<file path="config.mk">
export PLATFORM = sky130hd
export DESIGN_NAME = dms_sequencer
export DESIGN_NICKNAME = d
export VERILOG_FILES = /design/src/hdl/dms_sequencer.v /design/src/hdl/dms_side_sel.v
export VERILOG_INCLUDE_DIRS = /design/src /design/src/hdl
export SDC_FILE = /design/constraint.sdc
export NUM_CORES = 1
export LEC_CHECK = 0
export BUFFER_PORTS_ARGS = -buffer_cell sky130_fd_sc_hd__buf_2
export CAP_MARGIN = 10
export CORE_AREA = 2 2 351 318
export DETAILED_ROUTE_END_ITERATION = 6
export DIE_AREA = 0 0 353 320
export MAX_ROUTING_LAYER = met4
export PLACE_DENSITY_LB_ADDON = 0.25
export SYNTH_ARGS = -nofsm -noshare
export SYNTH_HDL_FRONTEND = slang
export SYNTH_HIERARCHICAL = 1
export SYNTH_SLANG_ARGS = --single-unit
export TNS_END_PERCENT = 100
</file>
<file path="constraint.sdc">
create_clock -name I_MCLK -period 6.8 [get_ports I_MCLK]
set_input_delay 0 -clock I_MCLK [delete_from_list [all_inputs] [get_ports I_MCLK]]
set_output_delay 0 -clock I_MCLK [all_outputs]
set_load 0.02 [all_outputs]
</file>
<file path="src/hdl/dms_map.vh">
`ifndef DMS_MAP_VH
`define DMS_MAP_VH

// ----------------------------------------------------------------------
// register offsets
// ----------------------------------------------------------------------
`define DMS_OFS_SADDR 8'h00
`define DMS_OFS_DADDR 8'h04
`define DMS_OFS_DSCR 8'h08
`define DMS_OFS_CTRLA 8'h0C
`define DMS_OFS_CTRLB 8'h10
`define DMS_OFS_CFG 8'h14
`define DMS_OFS_CMD 8'h18
`define DMS_OFS_MASK 8'h1C
`define DMS_OFS_STAT 8'h20

// ----------------------------------------------------------------------
// field positions
// ----------------------------------------------------------------------
`define DMS_CA_SRC_OFF 16
`define DMS_CA_DST_OFF 17
`define DMS_CA_DONE 31
`define DMS_CB_AUTO 31
`define DMS_CFG_SRC_RLD 8
`define DMS_CFG_DST_RLD 12
`define DMS_MSK_BTC 0
`define DMS_MSK_CHAIN_DONE_EVENT 1
`define DMS_CMD_EN 0
`define DMS_CMD_RESUME 1
`define DMS_LEN_MASK 32'h0000_FFFF
`define DMS_DONE_MASK 32'h8000_0000

// ----------------------------------------------------------------------
// descriptor layout and reset values
// ----------------------------------------------------------------------
`define DMS_DW_SADDR 3'h0
`define DMS_DW_DADDR 3'h1
`define DMS_DW_DSCR 3'h2
`define DMS_DW_CTRLA 3'h3
`define DMS_DW_CTRLB 3'h4
`define DMS_DW_LAST 3'h4
`define DMS_WB_OFS 32'h0000_000C
`define DMS_RST_WORD 32'h0000_0000
`define DMS_RST_MASK 2'h0

`endif

</file>
<file path="src/hdl/dms_sequencer.v">
`timescale 1ns/1ps
`include "dms_map.vh"

module dms_sequencer (
  input wire I_MCLK,
  input wire I_RESETN,
  input wire [7:0] I_ADDR,
  input wire [31:0] I_WDATA,
  input wire I_WR,
  input wire I_RD,
  output wire [31:0] O_RDATA,
  output wire O_MEM_REQ,
  output wire O_MEM_WE,
  output wire [31:0] O_MEM_ADDR,
  output wire [31:0] O_MEM_WDATA,
  input wire I_MEM_ACK,
  input wire [31:0] I_MEM_RDATA,
  output wire O_BUF_START,
  output wire [31:0] O_BUF_SADDR,
  output wire [31:0] O_BUF_DADDR,
  output wire [15:0] O_BUF_LEN,
  input wire I_BUF_DONE,
  input wire [31:0] I_BUF_SEND,
  input wire [31:0] I_BUF_DEND,
  input wire [15:0] I_BUF_LEFT,
  output wire O_BUF_DONE_EVT,
  output wire O_CHAIN_DONE_EVT,
  output wire O_XFER_DONE,
  output wire O_BUSY,
  output wire O_STALLED
);

  localparam S_IDLE = 3'd0;
  localparam S_FETCH = 3'd1;
  localparam S_APPLY = 3'd2;
  localparam S_RUN = 3'd3;
  localparam S_WAIT = 3'd4;
  localparam S_WBACK = 3'd5;
  localparam S_EVAL = 3'd6;
  localparam S_STALL = 3'd7;

  function hit;
    input [7:0] a;
    input [7:0] o;
    begin
      hit = (a == o);
    end
  endfunction

  reg [2:0] state_q;
  reg [2:0] idx_q;
  reg [31:0] saddr_q;
  reg [31:0] daddr_q;
  reg [31:0] dscr_q;
  reg [31:0] ctla_q;
  reg [31:0] ctlb_q;
  reg [31:0] cfg_q;
  reg [1:0] mask_q;
  reg [31:0] init_sa_q;
  reg [31:0] init_da_q;
  reg [31:0] init_ca_q;
  reg [31:0] init_cb_q;
  reg [31:0] end_s_q;
  reg [31:0] end_d_q;
  reg [31:0] wb_ptr_q;
  reg chained_q;
  reg [31:0] fw_q [0:4];
  reg mem_req_q;
  reg mem_we_q;
  reg [31:0] mem_addr_q;
  reg [31:0] mem_wdata_q;
  reg buf_start_q;
  reg btc_evt_q;
  reg chain_done_event_evt_q;
  reg xfer_done_q;
  reg [31:0] rdata_q;
  reg [31:0] rd_d;
  integer i;

  // ----------------------------------------------------------------------
  // per-side address selection
  // ----------------------------------------------------------------------
  wire [31:0] ctla_src;
  wire [1:0] chain_off;
  wire [1:0] reload;
  wire [63:0] desc_addr;
  wire [63:0] cont_addr;
  wire [63:0] init_addr;
  wire [63:0] next_addr;
  wire [1:0] side_cont;
  wire auto_on;
  wire [31:0] ctla_done;
  wire [31:0] apply_ctla;
  wire [31:0] replay_ctlb;

  // descriptor bits while applying, enable-time bits while replaying
  assign ctla_src = (state_q == S_APPLY) ? fw_q[`DMS_DW_CTRLA] : init_ca_q;
  assign chain_off = {ctla_src[`DMS_CA_DST_OFF],
                      ctla_src[`DMS_CA_SRC_OFF]};
  assign reload = {cfg_q[`DMS_CFG_DST_RLD], cfg_q[`DMS_CFG_SRC_RLD]};
  assign desc_addr = {fw_q[`DMS_DW_DADDR], fw_q[`DMS_DW_SADDR]};
  assign cont_addr = {end_d_q, end_s_q};
  assign init_addr = {init_da_q, init_sa_q};

  genvar g;
  generate
    for (g = 0; g < 2; g = g + 1)
    begin : g_side
      dms_side_sel u_sel (
        .i_chain_off(chain_off[g]),
        .i_reload(reload[g]),
        .i_desc_addr(desc_addr[g*32 +: 32]),
        .i_cont_addr(cont_addr[g*32 +: 32]),
        .i_init_addr(init_addr[g*32 +: 32]),
        .o_next_addr(next_addr[g*32 +: 32]),
        .o_cont(side_cont[g])
      );
    end
  endgenerate

  assign auto_on = ctlb_q[`DMS_CB_AUTO];
  // remaining length and done flag written before the word goes out
  assign ctla_done = (ctla_q & ~`DMS_LEN_MASK) | {16'h0000, I_BUF_LEFT}
                     | `DMS_DONE_MASK;
  // with repeat set on a fetched buffer the length is replayed
  assign apply_ctla = fw_q[`DMS_DW_CTRLB][`DMS_CB_AUTO] ?
    ((fw_q[`DMS_DW_CTRLA] & ~`DMS_LEN_MASK) | (init_ca_q & `DMS_LEN_MASK))
    : fw_q[`DMS_DW_CTRLA];
  // replay keeps the live repeat bit so software can stop the loop
  assign replay_ctlb = {ctlb_q[`DMS_CB_AUTO], init_cb_q[30:0]};

  // ----------------------------------------------------------------------
  // sequencer
  // ----------------------------------------------------------------------
  always @(posedge I_MCLK or negedge I_RESETN)
  begin
    if (!I_RESETN)
    begin
      state_q <= S_IDLE;
      idx_q <= 3'h0;
      saddr_q <= `DMS_RST_WORD;
      daddr_q <= `DMS_RST_WORD;
      dscr_q <= `DMS_RST_WORD;
      ctla_q <= `DMS_RST_WORD;
      ctlb_q <= `DMS_RST_WORD;
      cfg_q <= `DMS_RST_WORD;
      mask_q <= `DMS_RST_MASK;
      init_sa_q <= `DMS_RST_WORD;
      init_da_q <= `DMS_RST_WORD;
      init_ca_q <= `DMS_RST_WORD;
      init_cb_q <= `DMS_RST_WORD;
      end_s_q <= `DMS_RST_WORD;
      end_d_q <= `DMS_RST_WORD;
      wb_ptr_q <= `DMS_RST_WORD;
      chained_q <= 1'b0;
      for (i = 0; i < 5; i = i + 1)
      begin
        fw_q[i] <= `DMS_RST_WORD;
      end
      mem_req_q <= 1'b0;
      mem_we_q <= 1'b0;
      mem_addr_q <= `DMS_RST_WORD;
      mem_wdata_q <= `DMS_RST_WORD;
      buf_start_q <= 1'b0;
      btc_evt_q <= 1'b0;
      chain_done_event_evt_q <= 1'b0;
      xfer_done_q <= 1'b0;
    end
    else
    begin
      buf_start_q <= 1'b0;
      btc_evt_q <= 1'b0;
      chain_done_event_evt_q <= 1'b0;
      xfer_done_q <= 1'b0;
      case (state_q)
        S_IDLE:
        begin
          if (I_WR && hit(I_ADDR, `DMS_OFS_CMD) && I_WDATA[`DMS_CMD_EN])
          begin
            init_sa_q <= saddr_q;
            init_da_q <= daddr_q;
            init_ca_q <= ctla_q;
            init_cb_q <= ctlb_q;
            end_s_q <= saddr_q;
            end_d_q <= daddr_q;
            if (dscr_q != `DMS_RST_WORD)
            begin
              wb_ptr_q <= dscr_q;
              mem_addr_q <= dscr_q;
              mem_req_q <= 1'b1;
              idx_q <= `DMS_DW_SADDR;
              state_q <= S_FETCH;
            end
            else
            begin
              chained_q <= 1'b0;
              state_q <= S_RUN;
            end
          end
        end
        S_FETCH:
        begin
          if (I_MEM_ACK)
          begin
            fw_q[idx_q] <= I_MEM_RDATA;
            if (idx_q == `DMS_DW_LAST)
            begin
              mem_req_q <= 1'b0;
              state_q <= S_APPLY;
            end
            else
            begin
              idx_q <= idx_q + 3'h1;
              mem_addr_q <= wb_ptr_q + {27'h000_0000, idx_q + 3'h1,
                                        2'b00};
            end
          end
        end
        S_APPLY:
        begin
          saddr_q <= next_addr[31:0];
          daddr_q <= next_addr[63:32];
          dscr_q <= fw_q[`DMS_DW_DSCR];
          ctla_q <= apply_ctla;
          ctlb_q <= fw_q[`DMS_DW_CTRLB];
          chained_q <= 1'b1;
          state_q <= S_RUN;
        end
        S_RUN:
        begin
          buf_start_q <= 1'b1;
          state_q <= S_WAIT;
        end
        S_WAIT:
        begin
          if (I_BUF_DONE)
          begin
            ctla_q <= ctla_done;
            end_s_q <= I_BUF_SEND;
            end_d_q <= I_BUF_DEND;
            if (chained_q)
            begin
              mem_req_q <= 1'b1;
              mem_we_q <= 1'b1;
              mem_addr_q <= wb_ptr_q + `DMS_WB_OFS;
              mem_wdata_q <= ctla_done;
              state_q <= S_WBACK;
            end
            else
            begin
              state_q <= S_EVAL;
            end
          end
        end
        S_WBACK:
        begin
          if (I_MEM_ACK)
          begin
            mem_req_q <= 1'b0;
            mem_we_q <= 1'b0;
            state_q <= S_EVAL;
          end
        end
        S_EVAL:
        begin
          btc_evt_q <= mask_q[`DMS_MSK_BTC];
          if (!auto_on && dscr_q == `DMS_RST_WORD)
          begin
            chain_done_event_evt_q <= mask_q[`DMS_MSK_CHAIN_DONE_EVENT];
            xfer_done_q <= 1'b1;
            state_q <= S_IDLE;
          end
          else if (dscr_q != `DMS_RST_WORD)
          begin
            wb_ptr_q <= dscr_q;
            mem_addr_q <= dscr_q;
            mem_req_q <= 1'b1;
            idx_q <= `DMS_DW_SADDR;
            state_q <= S_FETCH;
          end
          else
          begin
            saddr_q <= next_addr[31:0];
            daddr_q <= next_addr[63:32];
            ctla_q <= init_ca_q;
            ctlb_q <= replay_ctlb;
            chained_q <= 1'b0;
            if ((&side_cont) && mask_q[`DMS_MSK_BTC])
            begin
              state_q <= S_STALL;
            end
            else
            begin
              state_q <= S_RUN;
            end
          end
        end
        S_STALL:
        begin
          if (I_WR && hit(I_ADDR, `DMS_OFS_CMD)
              && I_WDATA[`DMS_CMD_RESUME])
          begin
            state_q <= S_RUN;
          end
        end
        default:
        begin
          state_q <= S_IDLE;
        end
      endcase

      // software writes; channel fields other than CTRLB and the mask are locked while busy
      if (I_WR)
      begin
        if (state_q == S_IDLE)
        begin
          if (hit(I_ADDR, `DMS_OFS_SADDR))
            saddr_q <= I_WDATA;
          if (hit(I_ADDR, `DMS_OFS_DADDR))
            daddr_q <= I_WDATA;
          if (hit(I_ADDR, `DMS_OFS_DSCR))
            dscr_q <= I_WDATA;
          if (hit(I_ADDR, `DMS_OFS_CTRLA))
            ctla_q <= I_WDATA;
          if (hit(I_ADDR, `DMS_OFS_CFG))
            cfg_q <= I_WDATA;
        end
        if (hit(I_ADDR, `DMS_OFS_CTRLB))
          ctlb_q <= I_WDATA;
        if (hit(I_ADDR, `DMS_OFS_MASK))
          mask_q <= I_WDATA[1:0];
      end
    end
  end

  // ----------------------------------------------------------------------
  // register read port
  // ----------------------------------------------------------------------
  always @*
  begin
    rd_d = `DMS_RST_WORD;
    case (I_ADDR)
      `DMS_OFS_SADDR: rd_d = saddr_q;
      `DMS_OFS_DADDR: rd_d = daddr_q;
      `DMS_OFS_DSCR: rd_d = dscr_q;
      `DMS_OFS_CTRLA: rd_d = ctla_q;
      `DMS_OFS_CTRLB: rd_d = ctlb_q;
      `DMS_OFS_CFG: rd_d = cfg_q;
      `DMS_OFS_CMD: rd_d = {31'h0000_0000, state_q != S_IDLE};
      `DMS_OFS_MASK: rd_d = {30'h0000_0000, mask_q};
      `DMS_OFS_STAT: rd_d = {27'h000_0000, chained_q, state_q == S_STALL,
                             state_q};
      default: rd_d = `DMS_RST_WORD;
    endcase
  end

  always @(posedge I_MCLK or negedge I_RESETN)
  begin
    if (!I_RESETN)
    begin
      rdata_q <= `DMS_RST_WORD;
    end
    else
    begin
      rdata_q <= I_RD ? rd_d : `DMS_RST_WORD;
    end
  end

  assign O_RDATA = rdata_q;
  assign O_MEM_REQ = mem_req_q;
  assign O_MEM_WE = mem_we_q;
  assign O_MEM_ADDR = mem_addr_q;
  assign O_MEM_WDATA = mem_wdata_q;
  assign O_BUF_START = buf_start_q;
  assign O_BUF_SADDR = saddr_q;
  assign O_BUF_DADDR = daddr_q;
  assign O_BUF_LEN = ctla_q[15:0];
  assign O_BUF_DONE_EVT = btc_evt_q;
  assign O_CHAIN_DONE_EVT = chain_done_event_evt_q;
  assign O_XFER_DONE = xfer_done_q;
  assign O_BUSY = (state_q != S_IDLE);
  assign O_STALLED = (state_q == S_STALL);

endmodule // dms_sequencer

</file>
<file path="src/hdl/dms_side_sel.v">
`timescale 1ns/1ps

// ----------------------------------------------------------------------
// next start address for one side of the channel
// ----------------------------------------------------------------------
module dms_side_sel (
  input wire i_chain_off,
  input wire i_reload,
  input wire [31:0] i_desc_addr,
  input wire [31:0] i_cont_addr,
  input wire [31:0] i_init_addr,
  output reg [31:0] o_next_addr,
  output wire o_cont
);

  assign o_cont = i_chain_off & ~i_reload;

  always @*
  begin
    if (!i_chain_off)
    begin
      o_next_addr = i_desc_addr;
    end
    else if (i_reload)
    begin
      o_next_addr = i_init_addr;
    end
    else
    begin
      o_next_addr = i_cont_addr;
    end
  end

endmodule // dms_side_sel

</file>
==> flow_summary.toml <==
[sta]
hold_ws_ns = 0.0998
layout_min_cycle_time_ns = 5.00
layout_setup_ws_ns = 1.80
timing.final.max_slew_violations = 0
final_min_period_over_clock_period_pct = 73.6
finalClockSkew_ns = 0.0366
fmax_mhz = 200
timing_worst_slew_pin_value_ns = 1.27
timing.final.hold_violations = 0
timing.setup.tns_ns = 0
grt_setup_unrepaired = "false"
slew-limit-headroom_pct = 14.8
finalSetupViolations = 0

[worst_hold_path]
hp-class = "input port to flip-flop"
min_path_cells = 4
hold_path_end = "O_RDATA[1]"
hold_path_startpoint = "I_ADDR[4]"

[place]
placed_area_sq_um = 35500
dp_hpwl_mm = 83.9
globalplace.congestion = 0.879
pre_cts_slack_ns = 1.90
io_buffer_count = 341
post-place-cells = 4545

[worst_setup_path]
reg2regPathDepth = 11
crit_slowest_cell = "sky130_fd_sc_hd__dfrtp_1"
crit_top_cell = "sky130_fd_sc_hd__inv_1"
reg2reg_setup_slack_ns = 1.80
r2r_end = "O_MEM_ADDR[24]"
crit_buf_inv = 2
cpPeakStageDelay_ns = 0.89
element_type_at_the_critical_path_end = "flip-flop"
crit_required_ns = 7.38
path_depth = 11
cp_top_family = "simple AND/OR/NAND/NOR gates"
reg2reg_from = "state_q[2]"
timing.setup.critical_path_class = "flip-flop to flip-flop"
cp-start-kind = "flip-flop"
worst-path-max-fanout = 22
cp_data_arrival_time_ns = 5.59
crit_chain = "inv_1 -> or3_1 -> nand2_1 -> ha_1 -> inv_1 -> fa_1 -> nor2b_1 -> o2111ai_1 -> or4_1 -> a31oi_1 -> mux2_1"

[yosys]
synth.top_cells.by_count = "sky130_fd_sc_hd__dfrtp_1, sky130_fd_sc_hd__mux2_2, sky130_fd_sc_hd__nor2_1"
synthDistinctLibCells = 77
synth.area.top_cells = "sky130_fd_sc_hd__dfrtp_1, sky130_fd_sc_hd__mux2_2, sky130_fd_sc_hd__mux2i_1"
synthesis.nets = 3103
synth_area_per_cell_sq_um = 11.1
netlist.area_leader.share_pct = 52.6
synth_flop_cell = "sky130_fd_sc_hd__dfrtp_1"
async_flop_share_pct = 100
synth-seq-cells = 686
synth.most_common_cell = "sky130_fd_sc_hd__dfrtp_1"
mappedNetlistArea_sq_um = 32600
seq_area_frac_synth_pct = 52.6
syn_inst = 2939
synth_edf_count = 0
yosys_warnings = 6
synthDominantAreaCellType = "sky130_fd_sc_hd__dfrtp_1"

[floorplanning]
pin_count = 342
overall_die_area_sq_um = 113000
placement_rows = 115
floorplan.die.width_um = 353
dieHeight_um = 320
placeableCoreArea_sq_um = 109000
initial_utilization_pct = 29.9

[final_layout]
area_delta_synth_final_pct = 21.8
finalCoreUtilization_pct = 36.4
layout.nets = 3490
final_layout_size_suffix_gt1_share_pct = 28.2
post-route-cell-area_sq_um = 39700
fill_cells = 11000
layoutNonFillerInstCount = 4853

[flow_run]
cap_viol_max_count = 0

[detailed_routing]
drtIter0Drc = 2745
route.detailed.wl_per_inst_um = 26.4
route.detailed.drc = 0
dr.pass1.iters = 5
remaining_antenna_violation_count_after_routing = 0
dr_total_vias = 26500
drt-vias-per-instance = 5.45
route.final.wire_length_mm = 128

[power_and_ir_drop]
combPwrFrac_pct = 4.1
swShare_pct = 23.7
power_mw = 8.84
power_density_nw_per_um2 = 222
vdd_ir_drop_max_mv = 0.171
pwr-share-seq_pct = 46.5
int_power_mw = 6.74
power_frac_clock_pct = 49.4
p_leak_nw = 17.5
power.switching_mw = 2.10

[global_routing]
track_usage_pct = 22.9
grt_pass1_vias = 25700
grt_start_max_net_pins = 139
first_pass_grt_wire_length_mm = 186
grt_remaining_overflow = 0
initial_antenna_violation_count = 8

[clock_tree]
cts-resized-gates = 0
cts_num_sinks = 686
cts_tree = "yes"
maximum_level_of_the_cts_h_tree = 3
clock_path_buffers = 3
cts_buffers = 81
insertion_delay_ns = 0.66
clk_tree_root_cell = "sky130_fd_sc_hd__clkbuf_16"
cts.clk_slew.worst_paths_ns = 0.06

[status]
outcome = "complete, no violations"
## final cells by class
| type | instances | area, sq um | share of cell area [%] |
|---|---|---|---|
| clock inverter | 29 | 309 | 0.778 |
| tap | 1462 | 1830 | 4.60 |
| clock buffer | 114 | 2300 | 5.80 |
| antenna | 5 | 12.5 | 0.0315 |
| timing repair buffer | 556 | 3790 | 9.55 |
| multi-input combinational | 1979 | 14200 | 35.8 |
| sequential | 686 | 17200 | 43.2 |
| inverter | 22 | 82.6 | 0.208 |
## registers in the layout (all words and copies together) (netlist names), 3 cells and up
name	cells
O_BUF_DADDR	32
O_BUF_SADDR	32
O_MEM_ADDR	32
O_MEM_WDATA	32
O_RDATA	32
cfg_q	32
ctla_q	32
ctlb_q	32
desc_addr	64
dscr_q	32
end_d_q	32
end_s_q	32
fw_q	96
idx_q	3
init_ca_q	32
init_cb_q	31
init_da_q	32
init_sa_q	32
state_q	3
wb_ptr_q	32
## repair_timing
action / CTS / global route
buffers inserted: 0 / 0
endpoints found under the setup margin: 0 / 0
hold buffers: 160 / 0
endpoints found under the hold margin: 520 / 0
## power groups by stage
stage	Sequential [mW]	Clock, mW	Combinational, mW
6_report	4.11	4.37	0.362
3_3_place_gp	4.18	0	0.292
2_1_floorplan	4.18	0	0.0501
3_5_place_dp	4.18	0	0.292
4_1_cts	4.11	4.45	0.364
5_1_grt	4.11	4.62	0.392
## cells in the final DEF (no fill, tap or decap), types with 8 or more instances in the layout
master,netlist,routed
sky130_fd_sc_hd__clkinv_2,0,16
sky130_fd_sc_hd__and3_1,24,24
sky130_fd_sc_hd__clkbuf_8,0,13
sky130_fd_sc_hd__a221oi_1,47,47
sky130_fd_sc_hd__mux2_2,396,395
sky130_fd_sc_hd__nand2_1,122,121
sky130_fd_sc_hd__or4_1,8,8
sky130_fd_sc_hd__o21a_1,28,28
sky130_fd_sc_hd__o21ai_0,229,229
sky130_fd_sc_hd__and2_1,7,10
sky130_fd_sc_hd__dlygate4sd3_1,0,160
sky130_fd_sc_hd__xnor2_1,8,8
sky130_fd_sc_hd__a31oi_1,109,107
sky130_fd_sc_hd__buf_4,25,50
sky130_fd_sc_hd__clkbuf_1,138,19
sky130_fd_sc_hd__nand3_1,34,33
sky130_fd_sc_hd__inv_1,22,22
sky130_fd_sc_hd__a21oi_1,234,233
sky130_fd_sc_hd__or3_1,9,8
sky130_fd_sc_hd__nor4_1,10,10
sky130_fd_sc_hd__mux2i_1,162,162
sky130_fd_sc_hd__nand4_1,14,14
sky130_fd_sc_hd__a22oi_1,106,106
sky130_fd_sc_hd__dfrtp_1,686,684
sky130_fd_sc_hd__mux2_1,24,24
sky130_fd_sc_hd__nor2_1,281,280
sky130_fd_sc_hd__buf_2,63,340
sky130_fd_sc_hd__clkbuf_16,0,82
## worst register-to-register path, cell delays in order (launching register included)
cell and delay (ns):
sky130_fd_sc_hd__dfrtp_1 0.89, sky130_fd_sc_hd__inv_1 0.69, sky130_fd_sc_hd__or3_1 0.59, sky130_fd_sc_hd__nand2_1 0.11, sky130_fd_sc_hd__ha_1 0.16, sky130_fd_sc_hd__inv_1 0.06, sky130_fd_sc_hd__fa_1 0.43, sky130_fd_sc_hd__nor2b_1 0.38
sky130_fd_sc_hd__o2111ai_1 0.58, sky130_fd_sc_hd__or4_1 0.70, sky130_fd_sc_hd__a31oi_1 0.19, sky130_fd_sc_hd__mux2_1 0.16
## logic make-up (layout without fill, tap and decap cells)
logic type               Yosys count  after routing  synth area share (%)
XOR/XNOR                          15             15                 0.403
multiplexers                     582            582                  19.5
AO/OA/AOI/OAI                    813            813                  15.1
adder cells (fa/ha/maj)            6              6                 0.253
other                              0              5                     0
flip-flops                       686            686                  52.6
AND/OR/NAND/NOR                  563            563                  8.04
buffers and inverters            274            721                  4.07
## layer usage
layer	vias to the layer above	track usage, %	share of wire [%]
li1	11500	-	-
met1	13700	32.8	47
met2	1069	33.1	43
met3	201	4.15	7.3
met4	0	5.99	2.6
met5	-	-	0
## worst max path at each step
stage                           endpoint  startpoint  slack [ns]
after floorplan           O_MEM_ADDR[30]  state_q[2]        3.42
after global placement    O_MEM_ADDR[24]  state_q[2]        1.99
after detailed placement  O_MEM_ADDR[24]  state_q[2]        1.90
after CTS                 O_MEM_ADDR[24]  state_q[2]        1.86
after global routing      O_MEM_ADDR[26]  state_q[2]        1.48
final                     O_MEM_ADDR[24]  state_q[2]        1.80
Power figures use the tool's default switching activity.
